<file path="src/hw/cfm_consts.vh">
// Offsets, field positions and reset values of the fault mask bank
`ifndef CFM_CONSTS_VH
`define CFM_CONSTS_VH
`define CFM_ADDR_W 8
`define CFM_DATA_W 8
`define CFM_OFS_HOST_TX_MASK 8'h0B
`define CFM_OFS_UP_PORT_MASK 8'h0C
`define CFM_OFS_UP_RX_CMD_MASK 8'h0D
`define CFM_OFS_IRQ_STATUS 8'h20
`define CFM_OFS_IRQ_MASK 8'h21
`define CFM_MASK_RESET 8'h00
`define CFM_HTX_HOLD_OFF_BIT 0
`define CFM_HTX_FRAME_START_BIT 1
`define CFM_HTX_FAULTS 2
`define CFM_UP_FAULTS 6
`define CFM_RXC_FAULTS 6
`define CFM_IRQ_HTX_BIT 0
`define CFM_IRQ_UP_BIT 1
`define CFM_IRQ_RXC_BIT 2
`define CFM_IRQ_BITS 3
`endif

</file>
<file path="src/hw/cfm_mask_reg.v">
// One read/write mask register with its fault gate
`timescale 1ns/100ps
`include "cfm_consts.vh"
module cfm_mask_reg #(
  parameter [7:0] OFS = 8'h00,
  parameter NF = 6
) (
  // Clock and reset
  input wire i_clk,
  input wire i_nrst,
  // Register port
  input wire [7:0] i_addr,
  input wire [7:0] i_wdata,
  input wire i_wr,
  // Faults and stored mask
  input wire [NF-1:0] i_fault,
  output wire [7:0] o_mask,
  output wire [NF-1:0] o_fault
);
  reg [7:0] mask_r;
  always @(posedge i_clk) begin
    if (!i_nrst) begin
      mask_r <= `CFM_MASK_RESET;
    end else if (i_wr && i_addr == OFS) begin
      mask_r <= i_wdata;
    end
  end
  // Spare bits above NF are stored but gate nothing
  assign o_fault = i_fault & ~mask_r[NF-1:0];
  assign o_mask = mask_r;
endmodule

</file>
<file path="src/hw/cfm_irq.v">
// Sticky event status, mask and level interrupt
`timescale 1ns/100ps
`include "cfm_consts.vh"
module cfm_irq #(
  parameter N = 3
) (
  // Clock and reset
  input wire i_clk,
  input wire i_nrst,
  // Events and software access
  input wire [N-1:0] i_evt,
  input wire i_clr_wr,
  input wire i_msk_wr,
  input wire [N-1:0] i_wdata,
  output wire [N-1:0] o_status,
  output wire [N-1:0] o_mask,
  output wire o_irq
);
  reg [N-1:0] status_r;
  reg [N-1:0] mask_r;
  always @(posedge i_clk) begin
    if (!i_nrst) begin
      status_r <= {N{1'b0}};
      mask_r <= {N{1'b0}};
    end else begin
      // A new event wins over a clear in the same cycle
      status_r <= (status_r & ~(i_clr_wr ? i_wdata : {N{1'b0}})) | i_evt;
      if (i_msk_wr) begin
        mask_r <= i_wdata;
      end
    end
  end
  assign o_status = status_r;
  assign o_mask = mask_r;
  assign o_irq = |(status_r & mask_r);
endmodule

</file>
<file path="src/hw/cfm_top.v">
// Communication fault mask register bank
`timescale 1ns/100ps
`include "cfm_consts.vh"
module cfm_top (
  // Clock and reset
  input wire i_clk,
  input wire i_nrst,
  // Register port
  input wire [`CFM_ADDR_W-1:0] i_addr,
  input wire [`CFM_DATA_W-1:0] i_wdata,
  input wire i_wr,
  input wire i_rd,
  output reg [`CFM_DATA_W-1:0] o_rdata,
  // Raw faults
  input wire [`CFM_HTX_FAULTS-1:0] i_host_tx_fault,
  input wire [`CFM_UP_FAULTS-1:0] i_up_port_fault,
  input wire [`CFM_RXC_FAULTS-1:0] i_up_rx_cmd_fault,
  // Signalled faults
  output wire [`CFM_HTX_FAULTS-1:0] o_host_tx_fault,
  output wire [`CFM_UP_FAULTS-1:0] o_up_port_fault,
  output wire [`CFM_RXC_FAULTS-1:0] o_up_rx_cmd_fault,
  // Interrupt
  output wire o_irq
);
  wire [7:0] htx_mask;
  wire [7:0] up_mask;
  wire [7:0] rxc_mask;
  wire [`CFM_IRQ_BITS-1:0] irq_status;
  wire [`CFM_IRQ_BITS-1:0] irq_mask;
  wire [`CFM_IRQ_BITS-1:0] evt;

  // Bit 1 frame-start error, bit 0 hold-off
  cfm_mask_reg #(.OFS(`CFM_OFS_HOST_TX_MASK), .NF(`CFM_HTX_FAULTS)) u_htx (
    .i_clk(i_clk),
    .i_nrst(i_nrst),
    .i_addr(i_addr),
    .i_wdata(i_wdata),
    .i_wr(i_wr),
    .i_fault(i_host_tx_fault),
    .o_mask(htx_mask),
    .o_fault(o_host_tx_fault)
  );

  // Bits 5..0: byte, missed word, sequence, align2, align1, pulse level
  cfm_mask_reg #(.OFS(`CFM_OFS_UP_PORT_MASK), .NF(`CFM_UP_FAULTS)) u_up (
    .i_clk(i_clk),
    .i_nrst(i_nrst),
    .i_addr(i_addr),
    .i_wdata(i_wdata),
    .i_wr(i_wr),
    .i_fault(i_up_port_fault),
    .o_mask(up_mask),
    .o_fault(o_up_port_fault)
  );

  // Bits 5..0: internal, tx disabled, frame start, byte, surprise, checksum
  cfm_mask_reg #(.OFS(`CFM_OFS_UP_RX_CMD_MASK), .NF(`CFM_RXC_FAULTS)) u_rxc (
    .i_clk(i_clk),
    .i_nrst(i_nrst),
    .i_addr(i_addr),
    .i_wdata(i_wdata),
    .i_wr(i_wr),
    .i_fault(i_up_rx_cmd_fault),
    .o_mask(rxc_mask),
    .o_fault(o_up_rx_cmd_fault)
  );

  // Only faults that survive the masks raise events
  assign evt[`CFM_IRQ_HTX_BIT] = |o_host_tx_fault;
  assign evt[`CFM_IRQ_UP_BIT] = |o_up_port_fault;
  assign evt[`CFM_IRQ_RXC_BIT] = |o_up_rx_cmd_fault;

  cfm_irq #(.N(`CFM_IRQ_BITS)) u_irq (
    .i_clk(i_clk),
    .i_nrst(i_nrst),
    .i_evt(evt),
    .i_clr_wr(i_wr && i_addr == `CFM_OFS_IRQ_STATUS),
    .i_msk_wr(i_wr && i_addr == `CFM_OFS_IRQ_MASK),
    .i_wdata(i_wdata[`CFM_IRQ_BITS-1:0]),
    .o_status(irq_status),
    .o_mask(irq_mask),
    .o_irq(o_irq)
  );

  // Read data stands only in the cycle after the strobe; unmapped reads zero
  always @(posedge i_clk) begin
    if (!i_nrst) begin
      o_rdata <= 8'h00;
    end else if (i_rd) begin
      case (i_addr)
        `CFM_OFS_HOST_TX_MASK: o_rdata <= htx_mask;
        `CFM_OFS_UP_PORT_MASK: o_rdata <= up_mask;
        `CFM_OFS_UP_RX_CMD_MASK: o_rdata <= rxc_mask;
        `CFM_OFS_IRQ_STATUS: o_rdata <= {5'h00, irq_status};
        `CFM_OFS_IRQ_MASK: o_rdata <= {5'h00, irq_mask};
        default: o_rdata <= 8'h00;
      endcase
    end else begin
      o_rdata <= 8'h00;
    end
  end
endmodule

</file>
<file path="config.mk">
export PLATFORM = sky130hd
export DESIGN_NAME = cfm_top
export DESIGN_NICKNAME = d
export VERILOG_FILES = /design/src/hw/cfm_mask_reg.v /design/src/hw/cfm_irq.v /design/src/hw/cfm_top.v
export VERILOG_INCLUDE_DIRS = /design/src /design/src/hw
export SDC_FILE = /design/constraint.sdc
export NUM_CORES = 1
export LEC_CHECK = 0
export BUFFER_PORTS_ARGS = -buffer_cell sky130_fd_sc_hd__buf_2
export CAP_MARGIN = 5
export CORE_UTILIZATION = 50
export CTS_CLUSTER_SIZE = 20
export DETAILED_ROUTE_END_ITERATION = 10
export GPL_TIMING_DRIVEN = 0
export MAX_ROUTING_LAYER = met4
export PLACE_DENSITY = 0.79
export SETUP_SLACK_MARGIN = 0.2
export SKIP_CTS_REPAIR_TIMING = 1
export SLEW_MARGIN = 10
export SYNTH_ARGS = -nofsm -noshare
export SYNTH_HDL_FRONTEND = slang
export SYNTH_SLANG_ARGS = --single-unit
</file>
<file path="constraint.sdc">
create_clock -name i_clk -period 2.35 [get_ports i_clk]
set_clock_uncertainty 0.1 [all_clocks]
set_input_delay 0.47 -clock i_clk [delete_from_list [all_inputs] [get_ports i_clk]]
set_output_delay 0.47 -clock i_clk [all_outputs]
set_load 0.01 [all_outputs]
</file>
=== Word level (Yosys, flattened, before mapping) ===
Cells that the tools add are included.

* Bits in registers: 38
* Input port bits: 34
* Logic and storage cells: 33

* Multiplexer cells: 2
* Reductions and logical operators: 10
* Bitwise gates (word level): 10
* Equality and inequality tests: 5

{| class="wikitable"
|+ Operators by type and width
! kind !! number
|-
| 8-bit one-hot mux with 5 select lines || 1
|-
| 8-bit by 4-bit equality test with 1-bit output (second input constant) || 3
|-
| 8-bit by 6-bit equality test with 1-bit output (second input constant) || 2
|-
| 6-bit AND || 2
|-
| 6-bit inverter || 2
|-
| 6-bit OR reduction || 2
|-
| 3-bit AND || 2
|-
| 1-bit logical AND || 5
|-
| 3-bit two-way mux || 1
|-
| 3-bit inverter || 1
|-
| 3-bit OR || 1
|-
| 3-bit OR reduction || 1
|-
| 2-bit AND || 1
|-
| 2-bit inverter || 1
|-
| 2-bit AND reduction || 1
|-
| 2-bit OR reduction || 1
|}

=== Depth between registers and ports, before layout ===
Gate-level depths: netlist of the first run.

* Depth in word-level cells: 6
* Depth in mapped cells: 6

=== Hierarchy ===
From an unflattened synthesis of the first run, not the netlist that was laid out.

* Cell total of the unflattened synthesis: 221
* Area, all modules: 1950.6 um^2

{| class="wikitable"
|+ By module, submodules not included
! module !! cells each !! times used !! area each (um^2)
|-
| cfm_top || 71 || 1 || 581.8
|-
| cfm_mask_reg at u_up || 44 || 1 || 390.4
|-
| cfm_mask_reg at u_rxc || 44 || 1 || 389.1
|-
| cfm_mask_reg at u_htx || 39 || 1 || 361.6
|-
| cfm_irq || 23 || 1 || 227.7
|}

=== Worst setup path before layout of the first run ===
No wires, ideal clock.

* Kind: input to register
* Start: input port i_addr[1]
* End: register u_up.mask_r[0] (netlist: u_up.o_mask[0])
* Setup time: 0.116 ns
* Stages: 6
* Arrival: 1.827 ns
* Buffers on the path: 2
* Setup slack: 0.307 ns
* Path through: or3_1 -> buf_2 -> or4_4 -> buf_6 -> mux2i_1 -> nor2b_1

* Longest elaborated chain between the ends: 2

{| class="wikitable"
|+ Ends and longest elaborated chain
! item !! line !! RTL
|-
| start, declared || cfm_top.v:9 || <nowiki>input wire [`CFM_ADDR_W-1:0] i_addr,</nowiki>
|-
| 8-bit by 4-bit equality test with 1-bit output || cfm_mask_reg.v:24 || <nowiki>end else if (i_wr && i_addr == OFS) begin</nowiki>
|-
| 1-bit logical AND || cfm_mask_reg.v:24 ||
|-
| end signal, assigned || cfm_mask_reg.v:23 || <nowiki>mask_r <= `CFM_MASK_RESET;</nowiki>
|-
| end signal, assigned || cfm_mask_reg.v:25 || <nowiki>mask_r <= i_wdata;</nowiki>
|-
| end, declared || cfm_mask_reg.v:20 || <nowiki>reg [7:0] mask_r;</nowiki>
|}

Every way passes these cells.
A chain may end at the register's enable or synchronous reset.

=== Worst setup path after layout of the first run ===
* Start: input port i_addr[2]
* End: register u_irq.status_r[2] (netlist: u_irq.o_status[2])

* Longest elaborated chain between the ends: 6

{| class="wikitable"
|+ Ends and longest elaborated chain
! item !! line !! RTL
|-
| 8-bit by 6-bit equality test with 1-bit output || n/a ||
|-
| 1-bit logical AND (no source line) || n/a ||
|-
| 3-bit two-way mux || cfm_irq.v:27 || <nowiki>status_r <= (status_r & ~(i_clr_wr ? i_wdata : {N{1'b0}})) | i_evt;</nowiki>
|-
| 3-bit inverter || cfm_irq.v:27 ||
|-
| 3-bit AND || cfm_irq.v:27 ||
|-
| 3-bit OR || cfm_irq.v:27 ||
|-
| end signal, assigned || cfm_irq.v:23 || <nowiki>status_r <= {N{1'b0}};</nowiki>
|-
| end signal, assigned || cfm_irq.v:27 ||
|-
| end, declared || cfm_irq.v:19 || <nowiki>reg [N-1:0] status_r;</nowiki>
|}

Every way passes these cells.

==> impl_metrics.yaml, run 1 <==
run_status:
  status: "finished clean"
final_layout:
  area_delta_synth_final_pct: 25.6
  n_antenna_cell: 0
  nets: 289
  final_util_pct: 66.5
  drive_above_1_share_pct: 32.0
clock_network:
  clk_pin_slew_worst_paths_ns: 0.12
  cts_num_sinks: 38
  clk_path_buf_depth: 2
  h-tree-depth: 2
  clk_latency_ns: 0.35
  root_buffer: "clkbuf_4"
  tritoncts: "done"
  cts_inserted_buffers: 5
sta:
  hold_viol: 0
  worst_pin_slew_ns: 0.754
  fin_hold_ws_ns: 0.271
  max_freq_ghz: 0.510
  finalSetupViolations: 0
  rsz0062_at_grt: "false"
  relSlewSlack_pct: 49.5
  maxSlewViolCount: 0
  finalCritPeriodShare_pct: 83.5
  fin_crit_ns: 1.96
  finalWorstSetupSlack_ns: 0.388
route:
  vias: 1631
  first_pass_iters: 7
  via_per_inst: 5.40
  drc_errors: 0
  drt_iter0_markers: 124
  post_drt_wl_per_cell_microns: 14.5
  final_antenna_net_count: 0
  totalWireLength_mm: 4.38
worst_setup_path:
  worstSetupPathType: "input port to register"
  crit_fanout: 6
  worst_ep_required_time_ns: 2.50
  crit_arrival_ns: 2.11
  cp-end-kind: "register"
  start_kind: "input port"
logic_synthesis:
  yosysWarnings: 0
  synthArstFlopShare_pct: 0
  synth_nets: 226
  synth.top_cell.area_share_pct: 42.7
  avgSynthCellArea_sq_um: 9.28
  synthTopCellsByArea: "dfxtp_1, nor2b_1, a21boi_0, nand2_1, mux2i_1"
  synth_top_area_cell: "dfxtp_1"
  synth-edff-count: 0
  synthFlopType: "dfxtp_1"
  syn_inst: 192
  synth_seq_area_share_pct: 42.7
  synth_commonest_cells: "dfxtp_1, nand2_1, nor2b_1"
  synth_cell_types: 33
  synth_area_sq_mm: 0.00178
  ys_seq_elements: 38
  synth_most_common_cell: "dfxtp_1"
placement:
  dp_hpwl_mm: 3.06
  preCtsSetupSlack_ns: -0.141
  port_buffers: 56
  finalWeightedCongestion: 0.854
global_routing:
  grt_pass1_vias: 1464
  antenna_found_initial: 0
  grt_max_degree: 14
  grt.overflow.total: 0
  grt_first_pass_wirelength_mm: 6.76
  grt_usage_pct: 25.6
power:
  p_per_area_mw_per_mm2: 593
  p_leak_nw: 0.933
  peakVddDrop_v: 0.000335
floorplan:
  row_count: 21
  core_sq_mm: 0.00336
  die_y_microns: 61.7
  die_x_microns: 61.7
  die_area_sq_mm: 0.00381
  ios: 57
  initial_utilization_pct: 53.0
hold_path:
  hp-class: "input port to register"
run:
  maxCapViolCount: 0
[stage by stage]
stage	cell area, sq um	instances	TNS, ns	power [mW]
floorplan	1780	192	0	0.717
global placement	2120	294	-0.236	0.776
detailed placement	2120	294	-0.779	0.777
CTS	2230	302	0	1.33
global route	2240	302	0	1.36
finish	2240	302	0	1.33
[cells in the final DEF (no fill, tap or decap), types with 2 or more instances in the layout]
cell type  instances
inv_1              2
mux2_2             9
nand2_1           33
a22oi_1            3
and3_1             2
nand3_1            2
a32oi_1            2
bufinv_16          2
a222oi_1           4
mux2i_1           11
dfxtp_1           38
clkbuf_4           5
nor2b_1           25
a21boi_0          19
o41a_1             2
buf_2             59
or4_1              2
nor3_2             2
clkbuf_1           5
nor2_1             9
nand2b_1           3
a22o_1             2
[cell families after synthesis]
| group | synth area share (%) |
|---|---|
| and+or+nand+nor | 26.4 |
| DFF | 42.7 |
| AOI/OAI and AO/OA | 16.1 |
| muxes | 11.9 |
| buffers and inverters | 2.95 |
[per-layer routing]
layer  GRT usage [%]  share of wire [%]
met4            7.62               0.82
met5               -                  0
met1            34.1                 45
met2            38.1                 46
met3            6.63                8.5
[worst max-delay path, cell delays in order]
cell and delay (ns):
buf_2 0.13, or4b_1 0.60, nor3_1 0.41, a21boi_0 0.17, o41a_1 0.32
[power by group]
group / total (mW) / internal, mW / leakage [nW] / switching (mW)
Clock: 0.561 / 0.333 / 0.0554 / 0.228
Sequential: 0.650 / 0.648 / 0.307 / 0.00278
Combinational: 0.115 / 0.0562 / 0.571 / 0.0583
Total: 1.33 / 1.04 / 0.933 / 0.289
[path summary, 6_finish.rpt]
kind	startpoint	to	slack, ns	cells after the start
hold reg to reg	u_htx.o_mask[7]$_SDFFE_PN0P_	u_htx.o_mask[7]$_SDFFE_PN0P_	0.37	2
setup / recovery	i_addr[2]	u_irq.o_status[2]$_SDFF_PN0_	0.39	5
hold / removal	i_wdata[6]	u_rxc.o_mask[6]$_SDFFE_PN0P_	0.27	3
setup reg to reg	u_up.o_mask[3]$_SDFFE_PN0P_	u_irq.o_status[1]$_SDFF_PN0_	0.72	3
[flip-flops by register name, summed over array words and instances (netlist names)]
signal and flops:
o_rdata 8, u_htx.o_mask 8, u_irq.o_mask 3, u_irq.o_status 3, u_rxc.o_mask 8, u_up.o_mask 8
[area by class of cell]
type	instances	area [sq um]
clock inverter	3	68.8
sequential	38	761
clock buffer	5	37.5
inverter	2	7.51
timing repair buffer	56	280
tap	46	57.6
buffer	9	45.0
fill	316	1130
multi-input combinational	143	980
(Power assumes the default switching activity.)
==> inputs of run 2 (changes only) <==
CORE_UTILIZATION = 45   (was 50)
PLACE_DENSITY = 0.75   (was 0.79)
clock period = 1.8 ns   (was 2.35 ns; I/O delays follow)
==> impl_metrics.yaml, run 2 (same netlist as run 1, synthesis figures left out) <==
run_status:
  status: "finished clean"
clock_network:
  tritoncts: "done"
  cts_inserted_buffers: 5
  cts_num_sinks: 38
  h-tree-depth: 2
  clk_pin_slew_worst_paths_ns: 0.08
  clk_latency_ns: 0.29
  clk_path_buf_depth: 2
  root_buffer: "clkbuf_8"
floorplan:
  die_x_microns: 64.9
  row_count: 22
  die_y_microns: 64.9
  ios: 57
  die_area_sq_mm: 0.00422
  core_sq_mm: 0.00372
  initial_utilization_pct: 47.9
route:
  drc_errors: 0
  totalWireLength_mm: 4.70
  post_drt_wl_per_cell_microns: 15.2
  via_per_inst: 5.51
  final_antenna_net_count: 0
  drt_iter0_markers: 147
  first_pass_iters: 4
  vias: 1708
power:
  p_leak_nw: 1.02
  p_per_area_mw_per_mm2: 735
  peakVddDrop_v: 0.000505
final_layout:
  layout_common_cells: "buf_2, dfxtp_1, nand2_1"
  final_common_cell: "buf_2"
  area_delta_synth_final_pct: 35.0
  nets: 296
  final_area_sq_mm: 0.00241
  fin_cells: 310
  drive_above_1_share_pct: 38.2
  n_antenna_cell: 0
sta:
  finalWorstSetupSlack_ns: 0.100
  maxSlewViolCount: 0
  relSlewSlack_pct: 69.5
  fin_hold_ws_ns: 0.249
  worst_pin_slew_ns: 0.458
  fin_crit_ns: 1.70
  rsz0062_at_grt: "true"
  finalCritPeriodShare_pct: 94.4
  finalSetupViolations: 0
  hold_viol: 0
  max_freq_ghz: 0.588
worst_setup_path:
  crit_arrival_ns: 1.79
  worst_ep_required_time_ns: 1.89
  worstSetupPathType: "input port to register"
  cp-end-kind: "register"
  start_kind: "input port"
  crit_fanout: 8
global_routing:
  antenna_found_initial: 0
  grt.overflow.total: 0
  grt_usage_pct: 23.5
  grt_pass1_vias: 1540
  grt_first_pass_wirelength_mm: 7.16
  grt_max_degree: 12
placement:
  preCtsSetupSlack_ns: -0.569
  dp_hpwl_mm: 3.17
  finalWeightedCongestion: 0.811
  dp_cells: 296
  dpl_cell_area_sq_mm: 0.00213
  port_buffers: 56
hold_path:
  hp-class: "input port to register"
run:
  maxCapViolCount: 0
==> run 2: layout make-up <==
class | count | area, sq um
Sequential cell | 38 | 766
Tap cell | 48 | 60.1
Inverter | 2 | 7.51
Clock buffer | 6 | 82.6
Multi-Input combinational cell | 143 | 1030
Fill cell | 335 | 1310
Timing Repair Buffer | 63 | 372
Clock inverter | 1 | 30.0
Buffer | 9 | 62.6
==> run 2: power by group <==
group / internal, mW / total [mW] / switching [mW] / leakage [nW]
registers: 0.845 / 0.849 / 0.00385 / 0.309
logic: 0.0878 / 0.172 / 0.0840 / 0.657
clock network: 0.443 / 0.749 / 0.305 / 0.0573
total: 1.38 / 1.77 / 0.393 / 1.02
==> run 2: stage by stage <==
| step | utilization, % | power, mW | setup TNS [ns] |
|---|---|---|---|
| CTS | 60.5 | 1.74 | -2.02 |
| global placement | 57.4 | 1.02 | -10.07 |
| finish | 64.7 | 1.77 | 0 |
| global route | 64.7 | 1.82 | 0 |
| floorplan | - | 0.938 | -0.190 |
| detailed placement | 57.4 | 1.02 | -9.89 |
==> run 2: path summary, 6_finish.rpt <==
kind                                              startpoint                            to  slack (ns)  cells past startpoint
worst min-delay path                              i_wdata[4]  u_rxc.o_mask[4]$_SDFFE_PN0P_        0.25                      3
worst max register to register   u_up.o_mask[3]$_SDFFE_PN0P_  u_irq.o_status[1]$_SDFF_PN0_        0.25                      3
worst max-delay path                               i_addr[6]   u_up.o_mask[7]$_SDFFE_PN0P_        0.10                      7
worst min register to register  u_htx.o_mask[6]$_SDFFE_PN0P_  u_htx.o_mask[6]$_SDFFE_PN0P_        0.37                      2
==> run 2: layer usage <==
metal | vias to the layer above | wire, microns | global-route usage (%)
met3 | 8 | 376 | 4.40
met1 | 784 | 2070 | 30.9
met4 | 0 | 54 | 7.50
met5 | - | 0 | -
met2 | 95 | 2200 | 36.2
li1 | 821 | - | -
==> run 2: worst max-delay path: stages <==
cell and delay, ns:
buf_8 0.10, or3_4 0.38, buf_6 0.13, or4_4 0.42
buf_12 0.17, mux2i_2 0.17, nor2b_1 0.06
